<file path="config.mk">
export PLATFORM = sky130hd
export DESIGN_NAME = tps_reg_bank
export DESIGN_NICKNAME = d
export VERILOG_FILES = /design/src/tps_reg_pkg.sv /design/src/tps_reg_bank.sv
export SDC_FILE = /design/constraint.sdc
export NUM_CORES = 1
export LEC_CHECK = 0
export ABC_CLOCK_PERIOD_IN_PS = 3200
export BUFFER_PORTS_ARGS = -buffer_cell sky130_fd_sc_hd__buf_2
export CELL_PAD_IN_SITES_DETAIL_PLACEMENT = 1
export CELL_PAD_IN_SITES_GLOBAL_PLACEMENT = 1
export CORE_AREA = 2 2 225 138
export DETAILED_ROUTE_END_ITERATION = 6
export DIE_AREA = 0 0 227 140
export PLACE_DENSITY = 0.79
export SLEW_MARGIN = 10
export SYNTH_ARGS = -nofsm -noshare
export SYNTH_HDL_FRONTEND = slang
export SYNTH_SLANG_ARGS = --single-unit
</file>
<file path="constraint.sdc">
create_clock -name i_mclk -period 3.2 [get_ports i_mclk]
set_input_delay 0.32 -clock i_mclk [delete_from_list [all_inputs] [get_ports i_mclk]]
set_output_delay 0.32 -clock i_mclk [all_outputs]
set_load 0.01 [all_outputs]
</file>
<file path="src/tps_reg_pkg.sv">
// Register map, field layout and carrier types of the sensor register bank.
// Assumes a byte-wide register port driven by the serial slave front end.
package tps_reg_pkg;

	localparam int ADDR_W    = 6;
	localparam int NVM_BYTES = 31;

	// Register offsets
	localparam logic [5:0] OFS_RESERVED_ZERO      = 6'h00;
	localparam logic [5:0] OFS_OBJECT_RAW_HIGH    = 6'h01;
	localparam logic [5:0] OFS_OBJECT_RAW_MID     = 6'h02;
	localparam logic [5:0] OFS_OBJ_LSB_AMB_HIGH   = 6'h03;
	localparam logic [5:0] OFS_AMBIENT_RAW_LOW    = 6'h04;
	localparam logic [5:0] OFS_FILTER_A_HIGH      = 6'h05;
	localparam logic [5:0] OFS_FILTER_A_MID       = 6'h06;
	localparam logic [5:0] OFS_FILTER_A_B_SHARED  = 6'h07;
	localparam logic [5:0] OFS_FILTER_B_MID       = 6'h08;
	localparam logic [5:0] OFS_FILTER_B_LOW       = 6'h09;
	localparam logic [5:0] OFS_AMB_FILTER_HIGH    = 6'h0a;
	localparam logic [5:0] OFS_AMB_FILTER_LOW     = 6'h0b;
	localparam logic [5:0] OFS_HELD_HIGH          = 6'h0c;
	localparam logic [5:0] OFS_HELD_MID           = 6'h0d;
	localparam logic [5:0] OFS_HELD_LOW           = 6'h0e;
	localparam logic [5:0] OFS_PRESENCE_MAG       = 6'h0f;
	localparam logic [5:0] OFS_MOTION_MAG         = 6'h10;
	localparam logic [5:0] OFS_AMB_JUMP_MAG       = 6'h11;
	localparam logic [5:0] OFS_EVENT_LATCH        = 6'h12;
	localparam logic [5:0] OFS_LIVE_CONDITION     = 6'h13;
	localparam logic [5:0] OFS_FILTER_A_B_SELECT  = 6'h14;
	localparam logic [5:0] OFS_FILTER_C_SELECT    = 6'h15;
	localparam logic [5:0] OFS_PRESENCE_LIMIT     = 6'h16;
	localparam logic [5:0] OFS_MOTION_LIMIT       = 6'h17;
	localparam logic [5:0] OFS_AMB_JUMP_LIMIT     = 6'h18;
	localparam logic [5:0] OFS_EVENT_MASK         = 6'h19;
	localparam logic [5:0] OFS_DETECT_CONFIG      = 6'h1a;
	localparam logic [5:0] OFS_PERIODIC_PERIOD    = 6'h1b;
	localparam logic [5:0] OFS_OVERTEMP_HIGH      = 6'h1c;
	localparam logic [5:0] OFS_OVERTEMP_LOW       = 6'h1d;
	localparam logic [5:0] OFS_RESERVED_SPARE     = 6'h1e;
	localparam logic [5:0] OFS_NVM_CONTROL        = 6'h1f;
	localparam logic [5:0] OFS_NVM_FIRST          = 6'h20;
	localparam logic [5:0] OFS_NVM_LAST           = 6'h3e;
	localparam logic [5:0] OFS_BUS_ADDRESS        = 6'h3f;

	// Field positions in the detect configuration byte
	localparam int DCFG_CYCLE_LSB  = 0;
	localparam int DCFG_SOURCE_LSB = 2;
	localparam int DCFG_OT_DIR_BIT = 4;
	// Event bit positions (status and latch share the layout)
	localparam int EV_FLAG_W       = 5;
	localparam int EV_SIGN_LSB     = 5;
	localparam int EV_JUMP_FLAG    = 1;
	// Held copy is the second filter value shifted up by this many bits
	localparam int HELD_SHIFT      = 4;

	// Reset values of the control state
	localparam logic [7:0] RST_BYTE   = 8'h00;
	localparam logic [3:0] RST_NIBBLE = 4'h0;

	typedef struct packed {
		logic [16:0] object_raw;
		logic [14:0] ambient_raw;
		logic [19:0] object_filter_a;
		logic [19:0] object_filter_b;
		logic [15:0] ambient_filter;
		logic [7:0]  presence_delta;
		logic [7:0]  motion_delta;
		logic [7:0]  ambient_jump;
		logic [7:0]  live_condition;
	} tps_meas_type;

	typedef struct packed {
		logic [3:0]  filter_a_select;
		logic [3:0]  filter_b_select;
		logic [3:0]  filter_c_select;
		logic [7:0]  presence_limit;
		logic [7:0]  motion_limit;
		logic [7:0]  ambient_jump_limit;
		logic [4:0]  event_mask;
		logic [1:0]  motion_cycle;
		logic [1:0]  presence_source;
		logic        overtemp_dir;
		logic [7:0]  periodic_event_period;
		logic [15:0] overtemp_limit;
		logic [7:0]  nvm_access_control;
	} tps_ctrl_type;

endpackage

</file>
<file path="src/tps_reg_bank.sv">
// Byte-wide register bank of the thermopile sensor: measurement readback,
// control fields, event latch and interrupt pin, auto-incrementing pointer.
// Assumes the serial slave front end and the processing core share i_mclk.
//
// Functional notes
// - 17-bit raw object value in bytes 1, 2 and bit 7 of byte 3.
// - 15-bit raw ambient value in byte 3 bits 6:0 and byte 4.
// - Two 20-bit filtered object values packed into bytes 5 to 9.
// - 16-bit filtered ambient value in bytes 10 and 11.
// - Motion hit copies second filtered value, scaled, into bytes 12-14.
// - Byte 15 is presence magnitude; its sign lives in the status byte.
// - Control values undefined at power-up; host must initialise them all (the bank clears them all to zero on i_arst_n).
// - Byte 26: cycle time 1:0, source 3:2, overtemp direction 4.
// - Reading the event latch clears it and releases the interrupt pin.
// - Interrupt pin condition is event latch flags gated by the mask byte.
// - Pointer increments after every byte and wraps past 63 to 0.
// - Writes to non-writable registers leave contents unchanged.
`timescale 1ns/10ps
`default_nettype none

module tps_reg_bank
	import tps_reg_pkg::*;
(
	// Clock and reset
	input  wire logic                   i_mclk,
	input  wire logic                   i_arst_n,
	// Byte port from the serial front end
	input  wire logic                   i_ptr_load,
	input  wire logic [7:0]             i_ptr_addr,
	input  wire logic                   i_wr,
	input  wire logic [7:0]             i_wdata,
	input  wire logic                   i_rd,
	output logic      [7:0]             o_rdata,
	output logic                        o_rvalid,
	// Processing core
	input  wire tps_meas_type           i_meas,
	input  wire logic                   i_motion_hit,
	input  wire logic [NVM_BYTES*8-1:0] i_nvm_image,
	input  wire logic [7:0]             i_bus_address,
	output tps_ctrl_type                o_ctrl,
	// Interrupt pin, low while an unmasked event is pending
	output logic                        o_int_n
);

	logic [ADDR_W-1:0] ptr_q;
	logic [7:0]        rdata_q;
	logic              rvalid_q;
	tps_ctrl_type      ctrl_q;
	logic [23:0]       held_q;
	logic [7:0]        latch_q;
	logic [7:0]        latch_d;
	logic              int_n_q;
	logic              take_wr;
	logic              take_rd;
	logic [7:0]        rd_byte;
	logic [7:0]        ev_set;

	// A pointer load owns its cycle; a write beats a read in the same cycle
	assign take_wr = i_wr && !i_ptr_load;
	assign take_rd = i_rd && !i_ptr_load && !i_wr;

	// The pointer wraps at the map's end only if it is exactly six bits,
	// and the image must fill the span between its first and last offsets
	if (ADDR_W != 6) begin : g_ptr_check
		$error("pointer width must be six bits");
	end
	if (NVM_BYTES != OFS_NVM_LAST - OFS_NVM_FIRST + 1) begin : g_nvm_check
		$error("image size does not match its address span");
	end

	// Address pointer
	always_ff @(posedge i_mclk or negedge i_arst_n) begin
		if (!i_arst_n) begin
			ptr_q <= '0;
		end else if (i_ptr_load) begin
			ptr_q <= i_ptr_addr[ADDR_W-1:0];
		end else if (take_wr || take_rd) begin
			ptr_q <= ptr_q + 1'b1;
		end
	end

	// Control fields; cleared at reset only so the logic starts defined
	always_ff @(posedge i_mclk or negedge i_arst_n) begin
		if (!i_arst_n) begin
			ctrl_q.filter_a_select       <= RST_NIBBLE;
			ctrl_q.filter_b_select       <= RST_NIBBLE;
			ctrl_q.filter_c_select       <= RST_NIBBLE;
			ctrl_q.presence_limit        <= RST_BYTE;
			ctrl_q.motion_limit          <= RST_BYTE;
			ctrl_q.ambient_jump_limit    <= RST_BYTE;
			ctrl_q.event_mask            <= '0;
			ctrl_q.motion_cycle          <= '0;
			ctrl_q.presence_source       <= '0;
			ctrl_q.overtemp_dir          <= 1'b0;
			ctrl_q.periodic_event_period <= RST_BYTE;
			ctrl_q.overtemp_limit        <= '0;
			ctrl_q.nvm_access_control    <= RST_BYTE;
		end else if (take_wr) begin
			case (ptr_q)
				OFS_FILTER_A_B_SELECT: begin
					ctrl_q.filter_a_select <= i_wdata[3:0];
					ctrl_q.filter_b_select <= i_wdata[7:4];
				end
				OFS_FILTER_C_SELECT: begin
					ctrl_q.filter_c_select <= i_wdata[3:0];
				end
				OFS_PRESENCE_LIMIT: begin
					ctrl_q.presence_limit <= i_wdata;
				end
				OFS_MOTION_LIMIT: begin
					ctrl_q.motion_limit <= i_wdata;
				end
				OFS_AMB_JUMP_LIMIT: begin
					ctrl_q.ambient_jump_limit <= i_wdata;
				end
				OFS_EVENT_MASK: begin
					ctrl_q.event_mask <= i_wdata[EV_FLAG_W-1:0];
				end
				OFS_DETECT_CONFIG: begin
					ctrl_q.motion_cycle    <= i_wdata[DCFG_CYCLE_LSB +: 2];
					ctrl_q.presence_source <= i_wdata[DCFG_SOURCE_LSB +: 2];
					ctrl_q.overtemp_dir    <= i_wdata[DCFG_OT_DIR_BIT];
				end
				OFS_PERIODIC_PERIOD: begin
					ctrl_q.periodic_event_period <= i_wdata;
				end
				OFS_OVERTEMP_HIGH: begin
					ctrl_q.overtemp_limit[15:8] <= i_wdata;
				end
				OFS_OVERTEMP_LOW: begin
					ctrl_q.overtemp_limit[7:0] <= i_wdata;
				end
				OFS_NVM_CONTROL: begin
					ctrl_q.nvm_access_control <= i_wdata;
				end
				default: begin
					// Read-only and reserved bytes keep their content
					ctrl_q <= ctrl_q;
				end
			endcase
		end
	end

	// Held copy of the second filter value, taken on a motion hit
	always_ff @(posedge i_mclk or negedge i_arst_n) begin
		if (!i_arst_n) begin
			held_q <= '0;
		end else if (i_motion_hit) begin
			held_q <= {i_meas.object_filter_b, {HELD_SHIFT{1'b0}}};
		end
	end

	// Event latch: live flags and their signs stick until read
	always_comb begin
		ev_set = '0;
		ev_set[EV_FLAG_W-1:0] = i_meas.live_condition[EV_FLAG_W-1:0];
		for (int i = 0; i < 3; i++) begin
			ev_set[EV_SIGN_LSB+i] = i_meas.live_condition[EV_JUMP_FLAG+i]
				&& i_meas.live_condition[EV_SIGN_LSB+i];
		end
		// A new event in the clearing cycle survives the clear
		if (take_rd && ptr_q == OFS_EVENT_LATCH) begin
			latch_d = ev_set;
		end else begin
			latch_d = latch_q | ev_set;
		end
	end

	always_ff @(posedge i_mclk or negedge i_arst_n) begin
		if (!i_arst_n) begin
			latch_q <= '0;
		end else begin
			latch_q <= latch_d;
		end
	end

	// Pin follows the latched flags under the mask; high when released
	always_ff @(posedge i_mclk or negedge i_arst_n) begin
		if (!i_arst_n) begin
			int_n_q <= 1'b1;
		end else begin
			int_n_q <= ~|(latch_d[EV_FLAG_W-1:0] & ctrl_q.event_mask);
		end
	end

	// Read multiplexer
	always_comb begin
		rd_byte = 8'h00;
		case (ptr_q)
			OFS_OBJECT_RAW_HIGH:   rd_byte = i_meas.object_raw[16:9];
			OFS_OBJECT_RAW_MID:    rd_byte = i_meas.object_raw[8:1];
			OFS_OBJ_LSB_AMB_HIGH:  rd_byte = {i_meas.object_raw[0],
				i_meas.ambient_raw[14:8]};
			OFS_AMBIENT_RAW_LOW:   rd_byte = i_meas.ambient_raw[7:0];
			OFS_FILTER_A_HIGH:     rd_byte = i_meas.object_filter_a[19:12];
			OFS_FILTER_A_MID:      rd_byte = i_meas.object_filter_a[11:4];
			OFS_FILTER_A_B_SHARED: rd_byte = {i_meas.object_filter_a[3:0],
				i_meas.object_filter_b[19:16]};
			OFS_FILTER_B_MID:      rd_byte = i_meas.object_filter_b[15:8];
			OFS_FILTER_B_LOW:      rd_byte = i_meas.object_filter_b[7:0];
			OFS_AMB_FILTER_HIGH:   rd_byte = i_meas.ambient_filter[15:8];
			OFS_AMB_FILTER_LOW:    rd_byte = i_meas.ambient_filter[7:0];
			OFS_HELD_HIGH:         rd_byte = held_q[23:16];
			OFS_HELD_MID:          rd_byte = held_q[15:8];
			OFS_HELD_LOW:          rd_byte = held_q[7:0];
			OFS_PRESENCE_MAG:      rd_byte = i_meas.presence_delta;
			OFS_MOTION_MAG:        rd_byte = i_meas.motion_delta;
			OFS_AMB_JUMP_MAG:      rd_byte = i_meas.ambient_jump;
			OFS_EVENT_LATCH:       rd_byte = latch_q;
			OFS_LIVE_CONDITION:    rd_byte = i_meas.live_condition;
			OFS_FILTER_A_B_SELECT: rd_byte = {ctrl_q.filter_b_select,
				ctrl_q.filter_a_select};
			OFS_FILTER_C_SELECT:   rd_byte = {4'h0,
				ctrl_q.filter_c_select};
			OFS_PRESENCE_LIMIT:    rd_byte = ctrl_q.presence_limit;
			OFS_MOTION_LIMIT:      rd_byte = ctrl_q.motion_limit;
			OFS_AMB_JUMP_LIMIT:    rd_byte = ctrl_q.ambient_jump_limit;
			OFS_EVENT_MASK:        rd_byte = {3'h0, ctrl_q.event_mask};
			OFS_DETECT_CONFIG:     rd_byte = {3'h0, ctrl_q.overtemp_dir,
				ctrl_q.presence_source, ctrl_q.motion_cycle};
			OFS_PERIODIC_PERIOD:   rd_byte = ctrl_q.periodic_event_period;
			OFS_OVERTEMP_HIGH:     rd_byte = ctrl_q.overtemp_limit[15:8];
			OFS_OVERTEMP_LOW:      rd_byte = ctrl_q.overtemp_limit[7:0];
			OFS_NVM_CONTROL:       rd_byte = ctrl_q.nvm_access_control;
			OFS_BUS_ADDRESS:       rd_byte = i_bus_address;
			default: begin
				if (ptr_q >= OFS_NVM_FIRST && ptr_q <= OFS_NVM_LAST) begin
					rd_byte = i_nvm_image[8*(ptr_q - OFS_NVM_FIRST) +: 8];
				end else begin
					rd_byte = 8'h00;
				end
			end
		endcase
	end

	always_ff @(posedge i_mclk or negedge i_arst_n) begin
		if (!i_arst_n) begin
			rdata_q  <= 8'h00;
			rvalid_q <= 1'b0;
		end else begin
			rvalid_q <= take_rd;
			if (take_rd) begin
				rdata_q <= rd_byte;
			end
		end
	end

	assign o_rdata  = rdata_q;
	assign o_rvalid = rvalid_q;
	assign o_ctrl   = ctrl_q;
	assign o_int_n  = int_n_q;

endmodule

`default_nettype wire

</file>
## Word level (Yosys, flattened, before mapping)

Index checks and enable logic that the tools add are counted.

- Bits in registers: 122
- Logic and storage cells: 88
- Bits of input ports: 398
- Bits in writable memories: 0
- Memories: 0
- ROM bits: 0
- Bits in latches: 0

- Eq/ne operators: 31
- Divide/modulo/power cells: 0
- Multipliers: 0
- Reductions and logical operators: 25
- Shifts and indexed selects: 1
- Bitwise logic cells: 2
- Muxes and demuxes: 5
- Magnitude comparators: 2
- $add $sub $neg: 2

Operators with widths:

| kind | count |
|---|---|
| $pmux 8 s31 | 1 |
| $shiftx 248x33->8 | 1 |
| $eq 6x5->1 const B | 15 |
| $eq 6x4->1 const B | 8 |
| $eq 6x3->1 const B | 4 |
| $reduce_and 2->1 | 11 |
| $mux 8 | 2 |
| $eq 6x2->1 const B | 2 |
| $mux 6 | 2 |
| $logic_and 1x1->1 | 8 |
| $or 8x8->8 | 1 |
| $sub 6x6->7 const B | 1 |
| $add 6x1->6 const B | 1 |
| $eq 6x1->1 const B | 1 |
| $eq 6x6->1 const B | 1 |
| $ge 6x6->1 const B | 1 |
| $le 6x6->1 const B | 1 |
| $and 5x5->5 | 1 |
| $reduce_or 5->1 | 1 |
| $logic_not 1->1 | 3 |
| $reduce_bool 2->1 | 1 |
| $logic_or 1x1->1 | 1 |

## Depth between registers and ports, before layout

- Word-level depth: 8
- Mapped depth: 13

## Worst setup path before layout

OpenSTA, ideal clock, no wires.

- Path type: register to register
- Start point: register ptr_q[0]
- End point: register rdata_q[6], in the netlist o_rdata[6]
- Data arrival time: 3.027 ns
- Path slack: 0.047 ns
- Period minus slack after synthesis: 3.153 ns
- Cell stages (with the launch flop): 13
- Data required time: 3.074 ns
- Cell sequence: dfrtp_1 > buf_2 > buf_2 > inv_1 > clkbuf_1 > ha_1 > and3b_1 > clkbuf_1 > nand3_1 > nand3_1 > or4_1 > o32a_1 > a221o_1

- Cells in the longest elaborated chain, start to end: 4

RTL lines:

| element | line | text |
|---|---|---|
| start: declaration | tps_reg_bank.sv:45 | `logic [ADDR_W-1:0] ptr_q;` |
| start signal: assignment | tps_reg_bank.sv:76 | `ptr_q <= i_ptr_addr[ADDR_W-1:0];` |
| start signal: assignment | tps_reg_bank.sv:78 | `ptr_q <= ptr_q + 1'b1;` |
| $sub 6x6->7, or another cell as far along | tps_reg_bank.sv:228 | `rd_byte = i_nvm_image[8*(ptr_q - OFS_NVM_FIRST) +: 8];` |
| $shiftx 248x33->8 / $logic_and 1x1->1 (equally long branches) | tps_reg_bank.sv:228, tps_reg_bank.sv:227 |  |
| $mux 8 | tps_reg_bank.sv:227 | `if (ptr_q >= OFS_NVM_FIRST && ptr_q <= OFS_NVM_LAST) begin` |
| $pmux 8 s31 (*) | tps_reg_bank.sv:189 | `case (ptr_q)` |
| end signal: assignment | tps_reg_bank.sv:243 | `rdata_q <= rd_byte;` |
| end: declaration | tps_reg_bank.sv:46 | `logic [7:0] rdata_q;` |

Mark *: on every way between the ends. The rest lies on a longest branch, timed or not.
A chain may end at the register's enable or synchronous reset.

## Worst setup path in the final report

- Start point: register ptr_q[0]
- End point: register rdata_q[0], in the netlist o_rdata[0]

Same word-level chain as after synthesis.

==> run_results.csv <==
group,metric,value,unit
routing,wl_per_cell,31.1,um
synth,synth_nets,1194,
timing,fin_crit_sh,96.5,%
routing,drtIter0Drc,1138,
timing,clock_skew,8.72,ps
timing,holdWs,-31.7,ps
worst_setup_path,reg2reg_from,"ptr_q[0]",
clock_network,clk_pin_slew,60,ps
clock_network,cts_buffers,17,
grt,grt_overflow,0,
placement,place_congestion,1.01,
status,outcome,"complete, but fails checks",
routing,wirelength,53200,um
power_and_ir_drop,power_density,475,nW/um^2
synth,synth_area_leaders,"dfrtp_1 34%, mux4_2 15%, mux2_2 14%",
job,cap_viol_max_count,0,
timing,setup_tns,0,ps
placement,dpl.cell_count,1673,
clock_network,cts_tree,"done",
timing,max_slew_margin,10.8,%
timing,min_period,3090,ps
clock_network,cts_htree_levels,4,
finish,final_cell_area,12500,um^2
synth,synth.top_cell.area_share,34.4,%
clock_network,clk_path_buf_depth,2,
power_and_ir_drop,irDropWorstVdd,364,uV
timing,max_freq,0.324,GHz
timing,rsz0062_at_grt,"no",
timing,maxSlewViolCount,0,
placement,dp_hpwl,43900,um
power_and_ir_drop,leakage,5.96,nW
finish,area_growth,41.6,%
worst_setup_path,r2r.worst_path.cells,10,
synth,ys_ff_latch,122,
placement,port_buffers,483,
status,violations,"negative hold slack",
grt,antenna_found_initial,9,
synth,synth_ff_type,"dfrtp_1",
synth,yosysTopAreaCell,"dfrtp_1",
clock_network,postCtsSetupBuffers,0,
grt,grt_pass1_vias,10537,
worst_setup_path,path_max_fanout,7,
grt,grtUsageTotal,32.9,%
worst_setup_path,end_kind,"flop",
synth,netlist_instances,792,
routing,via_per_inst,5.96,
floorplanning,ios,486,
clock_network,cts_root_buf,"clkbuf_16",
hold_path,holdCritPathClass,"in -> async",
floorplanning,core-area,29700,um^2
worst_setup_path,r2r_end,"o_rdata[0]",
clock_network,cts.sinks,122,
grt,grt_pass1_wl,74100,um
worst_setup_path,startpoint_type,"flop",
synth,ys_seq_area_share,34.7,%
synth,synthTopCellsByCount,"121 x dfrtp_1, 110 x mux2_2, 59 x mux4_2, 47 x a22oi_1, 36 x clkbuf_1",
routing,drc_errors,0,
floorplanning,fp.dieW,227,um
synth,yosysMostFrequentCell,"dfrtp_1",
worst_setup_path,critical_path_class,"reg -> reg",
synth,avgSynthCellArea,11.1,um^2
synth,syn_area,8800,um^2
grt,grt_max_degree,75,
synth,synth_edf_count,0,
synth,synth_cell_type_count,61,
routing,num_vias,10189,
placement,placed_cell_area,11900,um^2
worst_setup_path,required,3480,ps
clock_network,clock_latency,420,ps
floorplanning,die-area,31800,um^2
routing,postRouteAntennaNets,0,
finish,stdcell_count,1710,
floorplanning,rows,49,
floorplanning,die_h,140,um
timing,hold_viol,47,
worst_setup_path,r2r_slack,110,ps
floorplanning,initial_core_util,29.7,%
synth,synthArstFlopShare,100,%
timing,worst_pin_slew,1340,ps
synth,yosys_warnings,0,
finish,layout-drive-gt1-share,58.3,%
worst_setup_path,worstPathArrival,3370,ps
routing,drtPass1Iterations,5,
finish,fin_nets,1686,
timing,finalSetupViolations,0,
[power by group]
group	switching [W]	total (W)	internal, W
clock network	0.000742	0.00176	0.00102
registers	0.000248	0.00203	0.00179
logic	0.00115	0.00212	0.000973
[state kept, by name, indices dropped and copies added (netlist names)]
signal    flops
o_rdata       8
ptr_q         6
o_int_n       1
held_q       20
latch_q       8
o_rvalid      1
o_ctrl       78
[worst max path at each step]
stage,from,endpoint,depth (start not counted),slack (ps)
4_1_cts,ptr_q[1],o_rdata[5],10,120
5_1_grt,ptr_q[1],o_rdata[5],9,50
6_report,ptr_q[0],o_rdata[0],10,110
3_5_place_dp,ptr_q[1],o_rdata[5],10,140
2_1_floorplan,ptr_q[0],o_rdata[6],12,50
3_3_place_gp,ptr_q[1],o_rdata[5],10,160
[cells in the final DEF (no fill, tap or decap), drive strengths merged, types with 9 or more instances in the layout]
master	count
a221oi	10
and3	29
o21ai	17
nor2	33
mux4	59
nor4	9
nand4	18
and2	12
clkbuf	23
nor2b	13
nor3	11
buf	546
nand3	27
a32oi	32
mux2i	21
a31oi	10
mux2	110
a22oi	47
nand2	32
dfrtp	121
a21oi	19
[layer usage]
metal | vias to the layer above | track usage [%] | share of wire, %
met5 | - | 3.07 | 0
met4 | 0 | 9.91 | 2.9
met3 | 127 | 12.3 | 11
met2 | 695 | 46.6 | 42
met1 | 5172 | 46.0 | 43
li1 | 4195 | - | -
[metrics by stage]
step	total power (W)	hold slack [ps]	utilization, %	worst slack (ps)
6_report	0.00592	-31.7	42.0	112
5_1_grt	0.00616	20.4	42.0	54.8
4_1_cts	0.00589	3.78	41.9	120
2_1_floorplan	0.00309	24.4	-	47.1
3_3_place_gp	0.00409	432	40.2	164
3_5_place_dp	0.00414	449	40.2	137
[worst max-delay path, stage by stage, from the launching register on]
cell and delay (ps):
dfrtp_4 500, ha_1 220, buf_4 160, nor3b_1 270, buf_4 250, and3_1 170, a2111oi_0 530, nand3_1 190
nor4_1 290, buf_4 210, o221ai_1 130
[cell families (layout without fill, tap and decap cells)]
logic type	after synthesis	in the layout	synth area share (%)
xor gates and xnor gates	5	5	0.498
muxes	190	190	31.6
and+or+nand+nor	209	209	13.2
buffers and inverters	77	581	3.58
AOI/OAI and AO/OA	185	185	15.9
other	0	6	0
adders and majority gates	4	4	0.569
DFF	122	122	34.7
[layout make-up]
class,instances,area [um^2]
diodes,6,15.0
clock buffers,23,468
clock inverters,8,47.5
fillers,3547,17200
inverters,4,15.0
multi-input cells,593,5440
flip-flops and latches,122,3060
well taps,408,510
repair buffers,546,2910
[what timing repair did]
item / 4_1_cts / 5_1_grt
endpoints found under the hold margin: 0 / 0
endpoints found under the setup margin: 0 / 1
hold buffers: 0 / 0
resized for setup: 0 / 1
(Power assumes the default switching activity.)
